<file path="src/design/pp_read_pkg.sv">
// Functional notes
// - A read sequence that crosses into a new external page gets an address-latch cycle that reloads the upper bits first.
// - With hold disabled, a read cycle is followed directly by the next address-latch cycle, with no idle cycle between.
// - With bus_hold_cycle_enable set, every external read is followed by one hold cycle, invisible to software.
// - In 8-bit mode a burst of at most 256 bytes inside one page runs with no address-latch cycle after any read.
// - The upper address is driven on the multiplexed lines and captured by the falling latch strobe; memory must not drive then.
// - Boot fetches the image in 8-bit mode with consecutive reads, crossing pages with latch cycles as needed.
`default_nettype none
package pp_read_pkg;
  localparam int ADDR_W       = 24;
  localparam int PAGE_LSB     = 8;
  localparam int DATA_W       = 16;
  localparam int WAIT_W       = 4;
  localparam int LEN_W        = 16;
  localparam int FIFO_DEPTH   = 8;
  localparam int LATCH_CYC    = 2;
  localparam logic [WAIT_W-1:0] WAIT_RESET = 4'h0;
  localparam int HOLD_NS      = 5;
  localparam int CLK_MHZ      = 50;
  localparam int HOLD_CYC_RAW = (HOLD_NS * CLK_MHZ + 999) / 1000;
  localparam int HOLD_CYC     = (HOLD_CYC_RAW < 1) ? 1 : HOLD_CYC_RAW;
  localparam logic [ADDR_W-1:0] BOOT_ADDR = 24'h000000;
  localparam logic [LEN_W-1:0]  BOOT_LEN  = 16'h0400;
  localparam logic [WAIT_W-1:0] BOOT_WAIT = 4'h2;

  typedef enum logic [2:0] {
    ST_IDLE, ST_LATCH_HI, ST_LATCH_LO, ST_READ, ST_HOLD, ST_STALL
  } seq_state_type;

  function automatic logic [ADDR_W-PAGE_LSB-1:0] page_of(input logic [ADDR_W-1:0] a);
    page_of = a[ADDR_W-1:PAGE_LSB];
  endfunction
endpackage
`default_nettype wire

</file>
<file path="src/design/pp_read_fifo.sv">
`timescale 1ns/1ps
`default_nettype none
module pp_read_fifo #(
  parameter int WIDTH = 16,
  parameter int DEPTH = 8
) (
  // Clock and reset
  input  wire logic             mclk_i,
  input  wire logic             reset_n_i,
  // Fill side
  input  wire logic             in_valid_i,
  input  wire logic [WIDTH-1:0] in_data_i,
  output logic                  in_ready_o,
  // Drain side
  output logic                  out_valid_o,
  output logic [WIDTH-1:0]      out_data_o,
  input  wire logic             out_ready_i
);
  localparam int AW = $clog2(DEPTH);
  logic [WIDTH-1:0] mem_ff [DEPTH];
  logic [AW-1:0]    wr_ptr_ff;
  logic [AW-1:0]    rd_ptr_ff;
  logic [AW:0]      count_ff;
  logic             push;
  logic             pop;

  // Read data straight from the register array
  assign push        = in_valid_i && (count_ff != (AW+1)'(DEPTH));
  assign pop         = out_ready_i && (count_ff != '0);
  assign in_ready_o  = count_ff != (AW+1)'(DEPTH);
  assign out_valid_o = count_ff != '0;
  assign out_data_o  = mem_ff[rd_ptr_ff];

  always_ff @(posedge mclk_i) begin
    if (push) begin
      mem_ff[wr_ptr_ff] <= in_data_i;
    end
  end

  always_ff @(posedge mclk_i) begin
    if (!reset_n_i) begin
      wr_ptr_ff <= '0;
      rd_ptr_ff <= '0;
      count_ff  <= '0;
    end else begin
      if (push) begin
        wr_ptr_ff <= (wr_ptr_ff == AW'(DEPTH-1)) ? '0 : wr_ptr_ff + 1'b1;
      end
      if (pop) begin
        rd_ptr_ff <= (rd_ptr_ff == AW'(DEPTH-1)) ? '0 : rd_ptr_ff + 1'b1;
      end
      count_ff <= count_ff + (AW+1)'(push) - (AW+1)'(pop);
    end
  end
endmodule
`default_nettype wire

</file>
<file path="src/design/pp_read_seq.sv">
`timescale 1ns/1ps
`default_nettype none
module pp_read_seq
  import pp_read_pkg::*;
#(
  parameter int FDEPTH = FIFO_DEPTH
) (
  // Clock and reset
  input  wire logic              mclk_i,
  input  wire logic              reset_n_i,
  // Configuration levels
  input  wire logic              bus_hold_cycle_enable_i,
  input  wire logic              wide_mode_i,
  input  wire logic [WAIT_W-1:0] wait_states_i,
  input  wire logic              boot_i,
  // DMA request
  input  wire logic              start_i,
  input  wire logic [ADDR_W-1:0] start_addr_i,
  input  wire logic [LEN_W-1:0]  length_i,
  output logic                   busy_o,
  output logic                   done_o,
  // Read data stream
  output logic                   data_valid_o,
  output logic [DATA_W-1:0]      data_o,
  input  wire logic              data_ready_i,
  // External memory port
  input  wire logic [DATA_W-1:0] ad_in_i,
  output logic [DATA_W-1:0]      ad_out_o,
  output logic                   ad_oe_o,
  output logic                   latch_strobe_o,
  output logic                   mem_oe_n_o,
  output logic [PAGE_LSB-1:0]    addr_lo_o
);
  seq_state_type             state_ff;
  logic [ADDR_W-1:0]         addr_ff;
  logic [LEN_W-1:0]          left_ff;
  logic [ADDR_W-PAGE_LSB-1:0] page_ff;
  logic                      page_ok_ff;
  logic [WAIT_W-1:0]         wait_ff;
  logic [WAIT_W-1:0]         wait_cfg_ff;
  logic                      wide_ff;
  logic [2:0]                cnt_ff;
  logic                      boot_s1_ff;
  logic                      boot_s2_ff;
  logic                      boot_s3_ff;
  logic                      boot_done_ff;
  logic                      push;
  logic                      fifo_ready;
  logic                      fifo_valid;
  logic [DATA_W-1:0]         fifo_data;
  logic [ADDR_W-1:0]         nxt_addr;
  logic                      need_latch;
  logic [DATA_W-1:0]         rd_word;
  logic                      pins_ready;

  // Boot strap enters from a pin; three stages, acted on when the last two agree
  always_ff @(posedge mclk_i) begin
    if (!reset_n_i) begin
      boot_s1_ff <= 1'b0;
      boot_s2_ff <= 1'b0;
      boot_s3_ff <= 1'b0;
    end else begin
      boot_s1_ff <= boot_i;
      boot_s2_ff <= boot_s1_ff;
      boot_s3_ff <= boot_s2_ff;
    end
  end

  // Pins lag the state by a cycle; a read counts once they show its address with OE low
  assign pins_ready = !mem_oe_n_o && !ad_oe_o && (addr_lo_o == addr_ff[PAGE_LSB-1:0]);
  assign nxt_addr   = addr_ff + (wide_ff ? ADDR_W'(2) : ADDR_W'(1));
  assign need_latch = page_of(nxt_addr) != page_ff;
  // Memory data shares the port clock, so no synchroniser
  assign rd_word    = wide_ff ? ad_in_i : {8'h00, ad_in_i[7:0]};
  assign push       = (state_ff == ST_READ) && (wait_ff == '0) && pins_ready;

  always_ff @(posedge mclk_i) begin
    if (!reset_n_i) begin
      state_ff     <= ST_IDLE;
      addr_ff      <= '0;
      left_ff      <= '0;
      page_ff      <= '0;
      page_ok_ff   <= 1'b0;
      wait_ff      <= '0;
      wait_cfg_ff  <= WAIT_RESET;
      wide_ff      <= 1'b0;
      cnt_ff       <= '0;
      boot_done_ff <= 1'b0;
      done_o       <= 1'b0;
    end else begin
      done_o <= 1'b0;
      case (state_ff)
        ST_IDLE: begin
          if (boot_s2_ff && boot_s3_ff && !boot_done_ff) begin
            // Boot: 8-bit, consecutive reads over pages
            boot_done_ff <= 1'b1;
            addr_ff      <= BOOT_ADDR;
            left_ff      <= BOOT_LEN;
            wide_ff      <= 1'b0;
            wait_cfg_ff  <= BOOT_WAIT;
            state_ff     <= ST_LATCH_HI;
            cnt_ff       <= '0;
          end else if (start_i && length_i != '0) begin
            addr_ff     <= start_addr_i;
            left_ff     <= length_i;
            wide_ff     <= wide_mode_i;
            wait_cfg_ff <= wait_states_i;
            // Page already in the latch skips the strobe
            state_ff    <= (page_ok_ff && page_of(start_addr_i) == page_ff) ? ST_READ : ST_LATCH_HI;
            wait_ff     <= wait_states_i;
            cnt_ff      <= '0;
          end
        end
        ST_LATCH_HI: begin
          // Upper bits driven while the strobe is high
          if (cnt_ff == 3'(LATCH_CYC - 1)) begin
            state_ff <= ST_LATCH_LO;
            cnt_ff   <= '0;
          end else begin
            cnt_ff <= cnt_ff + 1'b1;
          end
        end
        ST_LATCH_LO: begin
          page_ff    <= page_of(addr_ff);
          page_ok_ff <= 1'b1;
          wait_ff    <= wait_cfg_ff;
          state_ff   <= ST_READ;
        end
        ST_READ: begin
          if (!pins_ready) begin
            // Wait states count only while the pins present this read
            cnt_ff <= '0;
          end else if (wait_ff != '0) begin
            wait_ff <= wait_ff - 1'b1;
          end else if (!fifo_ready) begin
            state_ff <= ST_STALL;
          end else begin
            addr_ff <= nxt_addr;
            left_ff <= left_ff - 1'b1;
            wait_ff <= wait_cfg_ff;
            cnt_ff  <= '0;
            if (bus_hold_cycle_enable_i) begin
              state_ff <= ST_HOLD;
            end else if (left_ff == 16'h0001) begin
              state_ff <= ST_IDLE;
              done_o   <= 1'b1;
            end else if (need_latch) begin
              state_ff <= ST_LATCH_HI;
            end else begin
              state_ff <= ST_READ;
            end
          end
        end
        ST_STALL: begin
          if (fifo_ready) begin
            // OE was released, so the full access time starts again
            state_ff <= ST_READ;
            wait_ff  <= wait_cfg_ff;
          end
        end
        ST_HOLD: begin
          if (cnt_ff == 3'(HOLD_CYC - 1)) begin
            cnt_ff <= '0;
            if (left_ff == '0) begin
              state_ff <= ST_IDLE;
              done_o   <= 1'b1;
            end else begin
              state_ff <= (page_of(addr_ff) != page_ff) ? ST_LATCH_HI : ST_READ;
            end
          end else begin
            cnt_ff <= cnt_ff + 1'b1;
          end
        end
        default: state_ff <= ST_IDLE;
      endcase
    end
  end

  // Pin drivers registered; stall keeps OE off with the bus released
  always_ff @(posedge mclk_i) begin
    if (!reset_n_i) begin
      ad_out_o       <= '0;
      ad_oe_o        <= 1'b0;
      latch_strobe_o <= 1'b0;
      mem_oe_n_o     <= 1'b1;
      addr_lo_o      <= '0;
      busy_o         <= 1'b0;
    end else begin
      busy_o         <= state_ff != ST_IDLE;
      latch_strobe_o <= state_ff == ST_LATCH_HI;
      ad_oe_o        <= state_ff == ST_LATCH_HI || state_ff == ST_LATCH_LO;
      ad_out_o       <= DATA_W'(page_of(addr_ff));
      addr_lo_o      <= addr_ff[PAGE_LSB-1:0];
      mem_oe_n_o     <= !(state_ff == ST_READ && !(push && !fifo_ready));
    end
  end

  pp_read_fifo #(
    .WIDTH (DATA_W),
    .DEPTH (FDEPTH)
  ) u_fifo (
    .mclk_i      (mclk_i),
    .reset_n_i   (reset_n_i),
    .in_valid_i  (push && fifo_ready),
    .in_data_i   (rd_word),
    .in_ready_o  (fifo_ready),
    .out_valid_o (fifo_valid),
    .out_data_o  (fifo_data),
    .out_ready_i (data_ready_i || !data_valid_o)
  );

  // Output stage register so the stream ports come from flops
  always_ff @(posedge mclk_i) begin
    if (!reset_n_i) begin
      data_valid_o <= 1'b0;
      data_o       <= '0;
    end else if (data_ready_i || !data_valid_o) begin
      data_valid_o <= fifo_valid;
      data_o       <= fifo_data;
    end
  end

  // Strobe falls only after the upper address was driven
  property p_latch_fall;
    @(posedge mclk_i) disable iff (!reset_n_i)
      $fell(latch_strobe_o) |-> ad_oe_o && mem_oe_n_o;
  endproperty
  a_latch_fall: assert property (p_latch_fall) else $error("latch strobe fell without address drive");

  // Output enable never overlaps a latch cycle
  property p_oe_excl;
    @(posedge mclk_i) disable iff (!reset_n_i)
      !mem_oe_n_o |-> !ad_oe_o && !latch_strobe_o;
  endproperty
  a_oe_excl: assert property (p_oe_excl) else $error("output enable overlaps latch cycle");

  // Hold option puts a hold cycle after each read
  property p_hold;
    @(posedge mclk_i) disable iff (!reset_n_i)
      push && fifo_ready && bus_hold_cycle_enable_i |=> state_ff == ST_HOLD;
  endproperty
  a_hold: assert property (p_hold) else $error("missing hold cycle");

  // No hold: read goes straight to latch on a page change
  property p_direct;
    @(posedge mclk_i) disable iff (!reset_n_i)
      push && fifo_ready && !bus_hold_cycle_enable_i && need_latch && left_ff != 16'h0001
        |=> state_ff == ST_LATCH_HI;
  endproperty
  a_direct: assert property (p_direct) else $error("read not followed by latch on page change");

  // Same page keeps reading without a latch cycle
  property p_same_page;
    @(posedge mclk_i) disable iff (!reset_n_i)
      push && fifo_ready && !bus_hold_cycle_enable_i && !need_latch && left_ff != 16'h0001
        |=> state_ff == ST_READ;
  endproperty
  a_same_page: assert property (p_same_page) else $error("latch inserted inside a page");

  // Latch sequence length is fixed
  property p_latch_len;
    @(posedge mclk_i) disable iff (!reset_n_i)
      $rose(state_ff == ST_LATCH_HI) |-> ##2 state_ff == ST_LATCH_LO ##1 state_ff == ST_READ;
  endproperty
  a_latch_len: assert property (p_latch_len) else $error("latch sequence length wrong");

  // Boot runs byte wide
  property p_boot_width;
    @(posedge mclk_i) disable iff (!reset_n_i)
      state_ff == ST_IDLE && boot_s2_ff && boot_s3_ff && !boot_done_ff |=> !wide_ff && busy_o == 1'b0 ##1 busy_o;
  endproperty
  a_boot_width: assert property (p_boot_width) else $error("boot not in 8-bit mode");

  // Latched page follows the address after a latch
  property p_page_track;
    @(posedge mclk_i) disable iff (!reset_n_i)
      state_ff == ST_LATCH_LO |=> page_ff == page_of(addr_ff);
  endproperty
  a_page_track: assert property (p_page_track) else $error("latched page mismatch");

  // Strobe rises only with the output enable off and the port driving
  property p_strobe_oe_off;
    @(posedge mclk_i) disable iff (!reset_n_i)
      $rose(latch_strobe_o) |-> mem_oe_n_o && ad_oe_o;
  endproperty
  a_strobe_oe_off: assert property (p_strobe_oe_off) else $error("latch strobe rose during a read");

  // Output enable only follows a read state
  property p_oe_read;
    @(posedge mclk_i) disable iff (!reset_n_i)
      !mem_oe_n_o |-> $past(state_ff == ST_READ);
  endproperty
  a_oe_read: assert property (p_oe_read) else $error("output enable outside a read");

  // With hold on, the bus idles for a cycle once OE is released
  property p_hold_gap;
    @(posedge mclk_i) disable iff (!reset_n_i)
      $rose(mem_oe_n_o) && $past(bus_hold_cycle_enable_i, 2) |-> !ad_oe_o && !latch_strobe_o;
  endproperty
  a_hold_gap: assert property (p_hold_gap) else $error("no idle cycle after read with hold on");

  // Upper address stands on the lines while the strobe is high
  property p_latch_page;
    @(posedge mclk_i) disable iff (!reset_n_i)
      $rose(latch_strobe_o) |-> ad_out_o == DATA_W'(page_of(addr_ff));
  endproperty
  a_latch_page: assert property (p_latch_page) else $error("wrong upper address at latch");
endmodule
`default_nettype wire

</file>
<file path="config.mk">
export PLATFORM = sky130hd
export DESIGN_NAME = pp_read_seq
export DESIGN_NICKNAME = d
export VERILOG_FILES = /design/src/design/pp_read_pkg.sv /design/src/design/pp_read_fifo.sv /design/src/design/pp_read_seq.sv
export SDC_FILE = /design/constraint.sdc
export NUM_CORES = 1
export LEC_CHECK = 0
export BUFFER_PORTS_ARGS = -buffer_cell sky130_fd_sc_hd__buf_2
export CORE_ASPECT_RATIO = 1.2
export CORE_UTILIZATION = 35
export CTS_CLUSTER_DIAMETER = 120
export DETAILED_ROUTE_END_ITERATION = 8
export GPL_TIMING_DRIVEN = 1
export PLACE_DENSITY = 0.53
export SLEW_MARGIN = 20
export SYNTH_ARGS = -nofsm -noshare
export SYNTH_HDL_FRONTEND = slang
export SYNTH_SLANG_ARGS = --single-unit
export TNS_END_PERCENT = 5
</file>
<file path="constraint.sdc">
create_clock -name mclk_i -period 4.25 [get_ports mclk_i]
set_input_delay 0.85 -clock mclk_i [delete_from_list [all_inputs] [get_ports mclk_i]]
set_output_delay 0.85 -clock mclk_i [all_outputs]
set_load 0.01 [all_outputs]
</file>
==> out/qor.txt, run 1 <==
Crit path DAT: 3960 ps
Largest net degree at the start of global routing: 57
Critical Path Source: wide_ff
Initial detailed-routing violation count: 563
Startpoint Class: flip-flop
Post-cts resize count: 0
Post-CTS Hold Fix Bufs: 0
DR DRC count: 0
GR Util All Layers: 0.190
Crit path depth: 11
Post-synth top cells: 132 x dfxtp_1, 128 x edfxtp_1, 97 x nand2_1
Port-buffer cells: 112
Post-synthesis async set-or-reset flop share: 0
Top routing layer in use: met4
CTS Buffer Depth: 3
Leading area contributor after synthesis: edfxtp_1
Post-synthesis sequential area ratio: 0.541
Routed WL per cell: 19.7 um
Tcrit/Tclk final: 0.828
Post-CTS setup buffers: 0
Worst-margin pin slew: 978 ps
Clk_lat worst skew: 560 ps
Lkg Pwr: 0.00524 uW
Drt total wl: 32.6 mm
Pre-antenna DRT Iters: 7
Die width: 171 um
Post-Synthesis Cells: 1077
Setup Viol. Count Final: 0
GRT overflow: 0
Drt via density: 5.34
Area Growth Syn to Fin: 17.1%
F_max: 284 MHz
Peak supply drop: 400 uV
Syn_area_per_cell: 11.1 um2
Max stage delay cell, worst path: or4_1
Maxcap violations: 0
Crit-path leading delay family: simple AND/OR/NAND/NOR gates
Mapped Nets: 1164
Final GP Congestion: 0.899
Final hold violations: 0
Worst r2r src: wide_ff
Fin crit period: 3520 ps
ANT nets after route: 0
Initial antenna violation count: 1
Setup_tns: 0 ps
Worst EP required: 4680 ps
Detailed Place HPWL: 22.2 mm
Reg-to-Reg End: state_ff[1]
Root buffer cell: clkbuf_16
Die H: 205 um
Worst clock skew: 16.8 ps
CTS Buf Count: 29
Slew HR: 0.348
CP max stage delay: 640 ps
WS Path Type: reg -> reg
DR WL met2: 15.7 mm
Ports: 113
Crit path buf inv count: 2
First-pass GRT wire length: 50.5 mm
Core box area: 0.0334 mm2
Initial Util: 0.358
CP endpoint: state_ff[1]
Total design power: 8690 uW
Vias in the first global route: 8721
Most numerous cell in the Yosys netlist: dfxtp_1
H-tree Lvls: 1
Synthesized cell area: 0.0120 mm2
Critical Path Sink Type: flip-flop
#FFs+latches synth: 260
Filler cell count in the final layout: 3316
Synth warnings: 0
RSZ-0062 raised after global routing: no
DIE AREA: 0.0350 mm2
Fraction of layout cells with a size suffix above 1: 0.215
Synth cell types: 80
Reg2Reg Setup Slack: 730 ps
Worst-path fanout max: 11
Clock Sinks: 260
Worst path cell trace: inv_1 > ha_1 > inv_1 > fa_1 > and2b_1 > nand3_2 > or4_1 > mux2i_1 > a31o_2 > a21oi_1 > o31ai_2
Top-area cell type share of the netlist area: 0.321
Reg2Reg Depth: 11
Rows: 73
Met3 WL: 1.96 mm
WL met1: 13.8 mm
Top_reg_cell synth: dfxtp_1
Number of flops mapped to enable cells by yosys: 128
Top post-synthesis cells by area: edfxtp_1 32%, dfxtp_1 22%, mux4_2 6.0%, a21oi_1 3.1%, nand2_1 3.0%
Via count: 8815
Worst min path class: reg -> reg
Status: finished clean
Final Max Slew Viols: 0
Final nets: 1265
CTS tree: built
Power density over cell area: 619 mW/mm2
Most used cell, CP: inv_1
Clock-pin transition on the worst setup and hold timing paths: 60 ps
## metrics by stage
stage / setup slack, ps / area [um2] / hold slack, ps / util / instances
finish: 730 / 14000 / 441 / 0.420 / 1652
global route: 585 / 14000 / 474 / 0.420 / 1652
CTS: 704 / 14000 / 445 / 0.420 / 1651
detailed placement: 750 / 13100 / 425 / 0.391 / 1597
global placement: 722 / 13100 / 424 / 0.391 / 1597
floorplan: 621 / 12000 / 412 / - / 1077
## worst min-delay path by stage
stage,startpoint,end,slack (ps),depth (start not counted)
finish,boot_s1_ff,boot_s2_ff,440,1
global route,boot_s1_ff,boot_s2_ff,470,1
CTS,boot_s1_ff,boot_s2_ff,450,1
detailed placement,boot_s1_ff,boot_s2_ff,420,1
global placement,boot_s1_ff,boot_s2_ff,420,1
floorplan,boot_s1_ff,boot_s2_ff,410,1
## cell families after synthesis
kind of cell    Yosys count  share of synthesized area
compound gates          222                      0.124
buf+inv                  98                     0.0346
fa+ha+maj                20                     0.0221
mux                      58                     0.0820
xor+xnor                 57                     0.0417
flops                   260                      0.541
simple gates            362                      0.154
## layout make-up
class	instances	area, um2	area share
clock inverter	13	100	0.00714
antenna	1	2.50	0.000178
timing repair buffer	142	786	0.0560
clock buffer	41	863	0.0615
inverter	26	97.6	0.00696
multi-input combinational	719	5130	0.366
sequential	260	6490	0.462
tap	450	563	0.0401
## layout by cell type (no fill, tap or decap), drive strengths merged, types with 27 or more instances in the layout
| cell | count |
|---|---|
| dfxtp | 132 |
| a21oi | 74 |
| edfxtp | 128 |
| xor2 | 37 |
| mux4 | 32 |
| o21ai | 27 |
| inv | 28 |
| clkbuf | 41 |
| and2 | 35 |
| nor2 | 87 |
| nand3 | 27 |
| nand2 | 97 |
| nor3 | 32 |
| buf | 142 |
## sequential cells by signal, indices dropped and copies added, names as in the netlist, 3 cells and up
name / flops
ad_out_o: 16
addr_ff: 24
addr_lo_o: 8
cnt_ff: 3
data_o: 16
left_ff: 16
page_ff: 16
state_ff: 3
u_fifo.count_ff: 4
u_fifo.mem_ff: 128
u_fifo.rd_ptr_ff: 3
u_fifo.wr_ptr_ff: 3
wait_cfg_ff: 4
wait_ff: 4
## routing by layer
layer / global-route usage / vias to the layer above
met5: 0 / -
met1: 0.237 / 4294
met3: 0.0357 / 63
met2: 0.322 / 269
met4: 0.0746 / 0
li1: - / 4189
## report_power, final
group,switching [uW],internal [uW]
logic,1580,1190
clock network,1030,1470
registers,446,2980
total,3050,5640
Note: power is estimated with default switching activity, not from simulation.
==> run 2, diff against run 1 <==
- PLACE_DENSITY: 0.53 -> 0.55
- clock period: 4.25 -> 3.2 ns (I/O delays scaled with it)
==> out/qor.txt, run 2 (synthesized netlist as in run 1, its figures left out) <==
Fin util: 0.423 (was 0.420)
CP max stage delay: 610 ps (was 640 ps)
Worst path cell trace: inv_1 > ha_1 > inv_1 > fa_1 > and2b_1 > nand3_2 > or4_1 > mux2i_1 > a31o_2 > a21oi_1 > o31ai_2 (unchanged)
Max stage delay cell, worst path: or4_1 (unchanged)
Vias in the first global route: 8725 (was 8721)
GRT overflow: 0 (unchanged)
Commonest non-fill, non-tap cell in the layout: dfxtp_1 (unchanged)
Status: finished clean (unchanged)
Die width: 171 um (unchanged)
Post-cts resize count: 0 (unchanged)
Setup ws final: 210 ps (was 730 ps)
Initial detailed-routing violation count: 643 (was 563)
CTS tree: built (unchanged)
Worst EP required: 3650 ps (was 4680 ps)
Worst clock skew: 17.3 ps (was 16.8 ps)
RSZ-0062 raised after global routing: no (unchanged)
WHS: 321 ps (was 441 ps)
Final instance area: 0.0141 mm2 (was 0.0140 mm2)
Via count: 8757 (was 8815)
Post-CTS setup buffers: 0 (unchanged)
Routed WL per cell: 19.4 um (was 19.7 um)
Rows: 73 (unchanged)
Power density over cell area: 820 mW/mm2 (was 619 mW/mm2)
CTS Buf Count: 29 (unchanged)
Port-buffer cells: 112 (unchanged)
Worst min path class: in -> reg (was reg -> reg)
Drt total wl: 32.2 mm (was 32.6 mm)
Startpoint Class: flip-flop (unchanged)
Area Growth Syn to Fin: 18.1% (was 17.1%)
First-pass GRT wire length: 49.8 mm (was 50.5 mm)
Largest net degree at the start of global routing: 80 (was 57)
Setup Viol. Count Final: 0 (unchanged)
Fraction of layout cells with a size suffix above 1: 0.224 (was 0.215)
Most used cell, CP: inv_1 (unchanged)
DIE AREA: 0.0350 mm2 (unchanged)
Most frequent cells in the layout: 131 x dfxtp_1, 128 x edfxtp_1, 112 x buf_2, 97 x nand2_1, 83 x nor2_1 (was 131 x dfxtp_1, 128 x edfxtp_1, 112 x buf_2, 97 x nand2_1, 84 x nor2_1)
Crit path buf inv count: 2 (unchanged)
Initial antenna violation count: 2 (was 1)
Worst-margin pin slew: 1050 ps (was 978 ps)
Tcrit/Tclk final: 0.934 (was 0.828)
Final hold violations: 0 (unchanged)
Final nets: 1276 (was 1265)
Lkg Pwr: 0.00531 uW (was 0.00524 uW)
Die H: 205 um (unchanged)
Root buffer cell: clkbuf_16 (unchanged)
Fin cells: 1662 (was 1652)
Critical Path Sink Type: flip-flop (unchanged)
Final Max Slew Viols: 0 (unchanged)
Worst slack at placement: 246 ps (was 750 ps)
Final GP Congestion: 0.874 (was 0.899)
F_max: 334 MHz (was 284 MHz)
Pre-antenna DRT Iters: 5 (was 7)
Maxcap violations: 0 (unchanged)
Clk_lat worst skew: 570 ps (was 560 ps)
CTS Buffer Depth: 3 (unchanged)
Crit-path leading delay family: simple AND/OR/NAND/NOR gates (unchanged)
Drt via density: 5.27 (was 5.34)
Number of flip-flops in the largest register: 128 (unchanged)
GR Util All Layers: 0.187 (was 0.190)
Initial Util: 0.358 (unchanged)
Core box area: 0.0334 mm2 (unchanged)
Post-CTS Hold Fix Bufs: 0 (unchanged)
Clock Sinks: 260 (unchanged)
Worst-path fanout max: 8 (was 11)
Clock-pin transition on the worst setup and hold timing paths: 70 ps (was 60 ps)
ANT nets after route: 0 (unchanged)
Slew HR: 0.298 (was 0.348)
Biggest regs: u_fifo.mem_ff (128), addr_ff (24) (unchanged)
Post-placement cell area: 0.0132 mm2 (was 0.0131 mm2)
Placed Instances: 1608 (was 1597)
Crit path DAT: 3440 ps (was 3960 ps)
DR DRC count: 0 (unchanged)
WS Path Type: reg -> reg (unchanged)
Fin crit period: 2990 ps (was 3520 ps)
Peak supply drop: 497 uV (was 400 uV)
Ports: 113 (unchanged)
H-tree Lvls: 1 (unchanged)
Largest reg by FF count: u_fifo.mem_ff (unchanged)
Detailed Place HPWL: 21.2 mm (was 22.2 mm)
Diodes inserted: 0 (was 1)
[run 2: metrics by stage]
stage / TNS, ps / total power (uW)
4_1_cts: 0 / 11700
6_report: 0 / 11600
5_1_grt: 0 / 12300
3_5_place_dp: 0 / 8320
2_1_floorplan: -14210 / 7160
3_3_place_gp: 0 / 8310
[run 2: where the power goes]
part / internal [uW] / leakage [uW] / switching (uW) / total, uW
Sequential: 3950 / 0.00225 / 533 / 4490
Combinational: 1620 / 0.00258 / 2130 / 3760
Clock: 1990 / 0.000471 / 1370 / 3360
[run 2: metal layers]
metal,up-vias,routed length (um),track usage
li1,4197,-,-
met1,4255,13600,0.233
met2,248,15700,0.323
met3,53,2050,0.0367
met4,4,767,0.0587
met5,-,31,0
[run 2: area by class of cell]
class | count | area [um2]
Fill cell | 3255 | 19300
Sequential cell | 260 | 6490
Multi-Input combinational cell | 719 | 5140
Timing Repair Buffer | 153 | 893
Clock buffer | 42 | 841
Tap cell | 450 | 563
Clock inverter | 12 | 128
Inverter | 26 | 97.6
[run 2: final timing paths]
check	startpoint	end	slack, ps	depth (start not counted)
min reg2reg	boot_s1_ff	boot_s2_ff	440	1
max	wide_ff	state_ff[1]	210	11
max reg2reg	wide_ff	state_ff[1]	210	11
min	boot_i	boot_s1_ff	320	2
[run 2: worst register-to-register path, cell delays in order, from the launching register on]
cell and delay (ps):
dfxtp_1 310, inv_1 90, ha_1 200, inv_1 60, fa_1 400, and2b_1 330
nand3_2 220, or4_1 620, mux2i_1 140, a31o_2 220, a21oi_1 190, o31ai_2 90
==> run 3, diff against run 2 <==
==> constraint.sdc (replaced) <==
create_clock -name mclk_i -period 3.2 [get_ports mclk_i]
set_input_delay 0.64 -clock mclk_i [delete_from_list [all_inputs] [get_ports mclk_i]]
set_output_delay 0.64 -clock mclk_i [all_outputs]
set_load 0.1 [all_outputs]
==> out/qor.txt, run 3 (synthesized netlist as in run 1, its figures left out) <==
Status: finished clean (unchanged)
Rows: 73 (unchanged)
Post-CTS Hold Fix Bufs: 0 (unchanged)
DR DRC count: 0 (unchanged)
Die width: 171 um (unchanged)
Busiest grt layer: met2 (unchanged)
Worst r2r src: wide_ff (unchanged)
Final GP Congestion: 0.920 (was 0.874)
Clock Sinks: 260 (unchanged)
Commonest non-fill, non-tap cell in the layout: dfxtp_1 (unchanged)
Port-buffer cells: 112 (unchanged)
Fraction of layout cells with a size suffix above 1: 0.228 (was 0.224)
Final Max Slew Viols: 0 (unchanged)
CTS Buf Count: 30 (was 29)
Diodes inserted: 0 (unchanged)
Initial antenna violation count: 1 (was 2)
Drt total wl: 32.2 mm (about the same)
Initial Util: 0.358 (unchanged)
Most frequent cells in the layout: 131 x dfxtp_1, 128 x edfxtp_1, 112 x buf_2, 97 x nand2_1, 83 x nor2_1 (unchanged)
WS Path Type: reg -> reg (unchanged)
Maxcap violations: 0 (unchanged)
Vias in the first global route: 8718 (was 8725)
Initial detailed-routing violation count: 635 (was 643)
Peak supply drop: 683 uV (was 497 uV)
Drt via density: 5.30 (was 5.27)
Sequential share of power: 0.343 (was 0.387)
Largest reg by FF count: u_fifo.mem_ff (unchanged)
Met1 GRT Util: 0.233 (about the same)
Slew HR: 0.383 (was 0.298)
Via count: 8830 (was 8757)
Reg-to-Reg End: state_ff[1] (unchanged)
Crit path DAT: 3380 ps (was 3440 ps)
ANT nets after route: 0 (unchanged)
Proportion of power drawn by the clock network: 0.284 (was 0.289)
GRT overflow: 0 (unchanged)
Worst-margin pin slew: 925 ps (was 1050 ps)
Final hold violations: 0 (unchanged)
Core box area: 0.0334 mm2 (unchanged)
Largest net degree at the start of global routing: 46 (was 80)
GR Util All Layers: 0.186 (was 0.187)
CTS tree: built (unchanged)
Met2 Resource Use GR: 0.324 (was 0.323)
Crit-path leading delay family: simple AND/OR/NAND/NOR gates (unchanged)
DIE AREA: 0.0350 mm2 (unchanged)
Detailed Place HPWL: 21.2 mm (about the same)
Lkg Pwr: 0.00537 uW (was 0.00531 uW)
Sw Pwr: 5060 uW (was 4040 uW)
Fin util: 0.427 (was 0.423)
Combinational power share: 0.373 (was 0.324)
Biggest regs: u_fifo.mem_ff (128), addr_ff (24) (unchanged)
Tcrit/Tclk final: 0.921 (was 0.934)
Setup Viol. Count Final: 0 (unchanged)
Hold EP: boot_s1_ff (unchanged)
CP max stage delay: 620 ps (was 610 ps)
Post-CTS setup buffers: 0 (unchanged)
Reg2Reg Setup Slack: 250 ps (was 210 ps)
HP Start: boot_i (unchanged)
Post-cts resize count: 0 (unchanged)
RSZ-0062 raised after global routing: no (unchanged)
F_max: 339 MHz (was 334 MHz)
Worst-path fanout max: 8 (unchanged)
Crit path buf inv count: 2 (unchanged)
Int Pwr: 7840 uW (was 7560 uW)
Startpoint Class: flip-flop (unchanged)
Final nets: 1279 (was 1276)
Power density over cell area: 903 mW/mm2 (was 820 mW/mm2)
Most used cell, CP: inv_1 (unchanged)
Net Sw Frac: 0.392 (was 0.348)
Worst path cell trace: inv_1 > ha_1 > inv_1 > fa_1 > and2b_1 > nand3_2 > or4_1 > mux2i_1 > a31o_2 > a21oi_1 > o31ai_2 (unchanged)
H-tree Lvls: 1 (unchanged)
CTS Buffer Depth: 3 (unchanged)
Clk_lat worst skew: 550 ps (was 570 ps)
Max stage delay cell, worst path: or4_1 (unchanged)
Area Growth Syn to Fin: 19.2% (was 18.1%)
Fin crit period: 2950 ps (was 2990 ps)
Crit path depth: 11 (unchanged)
WHS Path Cells: 2 (unchanged)
Total design power: 12900 uW (was 11600 uW)
Clock-pin transition on the worst setup and hold timing paths: 60 ps (was 70 ps)
Routed WL per cell: 19.3 um (was 19.4 um)
WHS: 340 ps (was 321 ps)
Die H: 205 um (unchanged)
Ports: 113 (unchanged)
Critical Path Sink Type: flip-flop (unchanged)
Worst clock skew: 19.7 ps (was 17.3 ps)
Pre-antenna DRT Iters: 5 (unchanged)
Root buffer cell: clkbuf_16 (unchanged)
Met3 Use GR: 0.0294 (was 0.0367)
Worst min path class: in -> reg (unchanged)
Reg2Reg Depth: 11 (unchanged)
First-pass GRT wire length: 50.0 mm (was 49.8 mm)
Number of flip-flops in the largest register: 128 (unchanged)
Worst EP required: 3630 ps (was 3650 ps)
-- run 3: changes by cell type in the layout (fill, tap and decap cells not counted), sizes merged --
cell,before,now
clkbuf,42,36
bufinv,2,6
buf,153,155
clkinv,6,10
-- run 3: worst max-delay path by stage --
stage / from / endpoint / slack (ps)
after floorplan: addr_lo_o[3] / u_fifo.mem_ff[4][0] / -330
after global placement: wide_ff / state_ff[1] / 320
after detailed placement: wide_ff / state_ff[1] / 290
after CTS: wide_ff / state_ff[1] / 260
after global routing: wide_ff / state_ff[1] / 10
final: wide_ff / state_ff[1] / 250
-- run 3: per-stage QoR --
step | setup WS [ps] | setup TNS, ps | instance area, um2 | std cells
after global routing | 9.53 | 0 | 14300 | 1666
after detailed placement | 287 | 0 | 13200 | 1610
after floorplan | -326 | -30610 | 12000 | 1077
final | 251 | 0 | 14300 | 1666
after global placement | 315 | 0 | 13200 | 1610
after CTS | 257 | 0 | 14300 | 1666
-- run 3: worst reg2reg max path: cells and delay by family, from the launching register on --
family | cells | cell delay [ps]
AND/OR/NAND/NOR | 3 | 1160
adder cells (fa/ha/maj) | 2 | 580
AO/OA/AOI/OAI | 3 | 490
flip-flops | 1 | 310
buffers and inverters | 2 | 150
multiplexers | 1 | 140
-- run 3: routing by layer --
layer / share of wire / routed length, um / up-vias
li1: - / - / 4213
met1: 0.42 / 13600 / 4285
met2: 0.49 / 15900 / 269
met3: 0.053 / 1690 / 61
met4: 0.031 / 993 / 2
met5: 0.00053 / 17 / -
-- run 3: power groups by stage --
stage / Clock (uW) / Sequential (uW) / Combinational [uW]
after floorplan: 0 / 5340 / 2800
after global placement: 0 / 4480 / 4820
after detailed placement: 0 / 4490 / 4830
after CTS: 3760 / 4420 / 4850
after global routing: 3890 / 4490 / 5210
final: 3670 / 4430 / 4810
-- run 3: cell type report --
cell class	count	area, um2
clock inverters	20	273
flip-flops and latches	260	6490
multi-input cells	719	5160
inverters	26	97.6
fillers	3232	19100
well taps	450	563
repair buffers	155	908
clock buffers	36	795
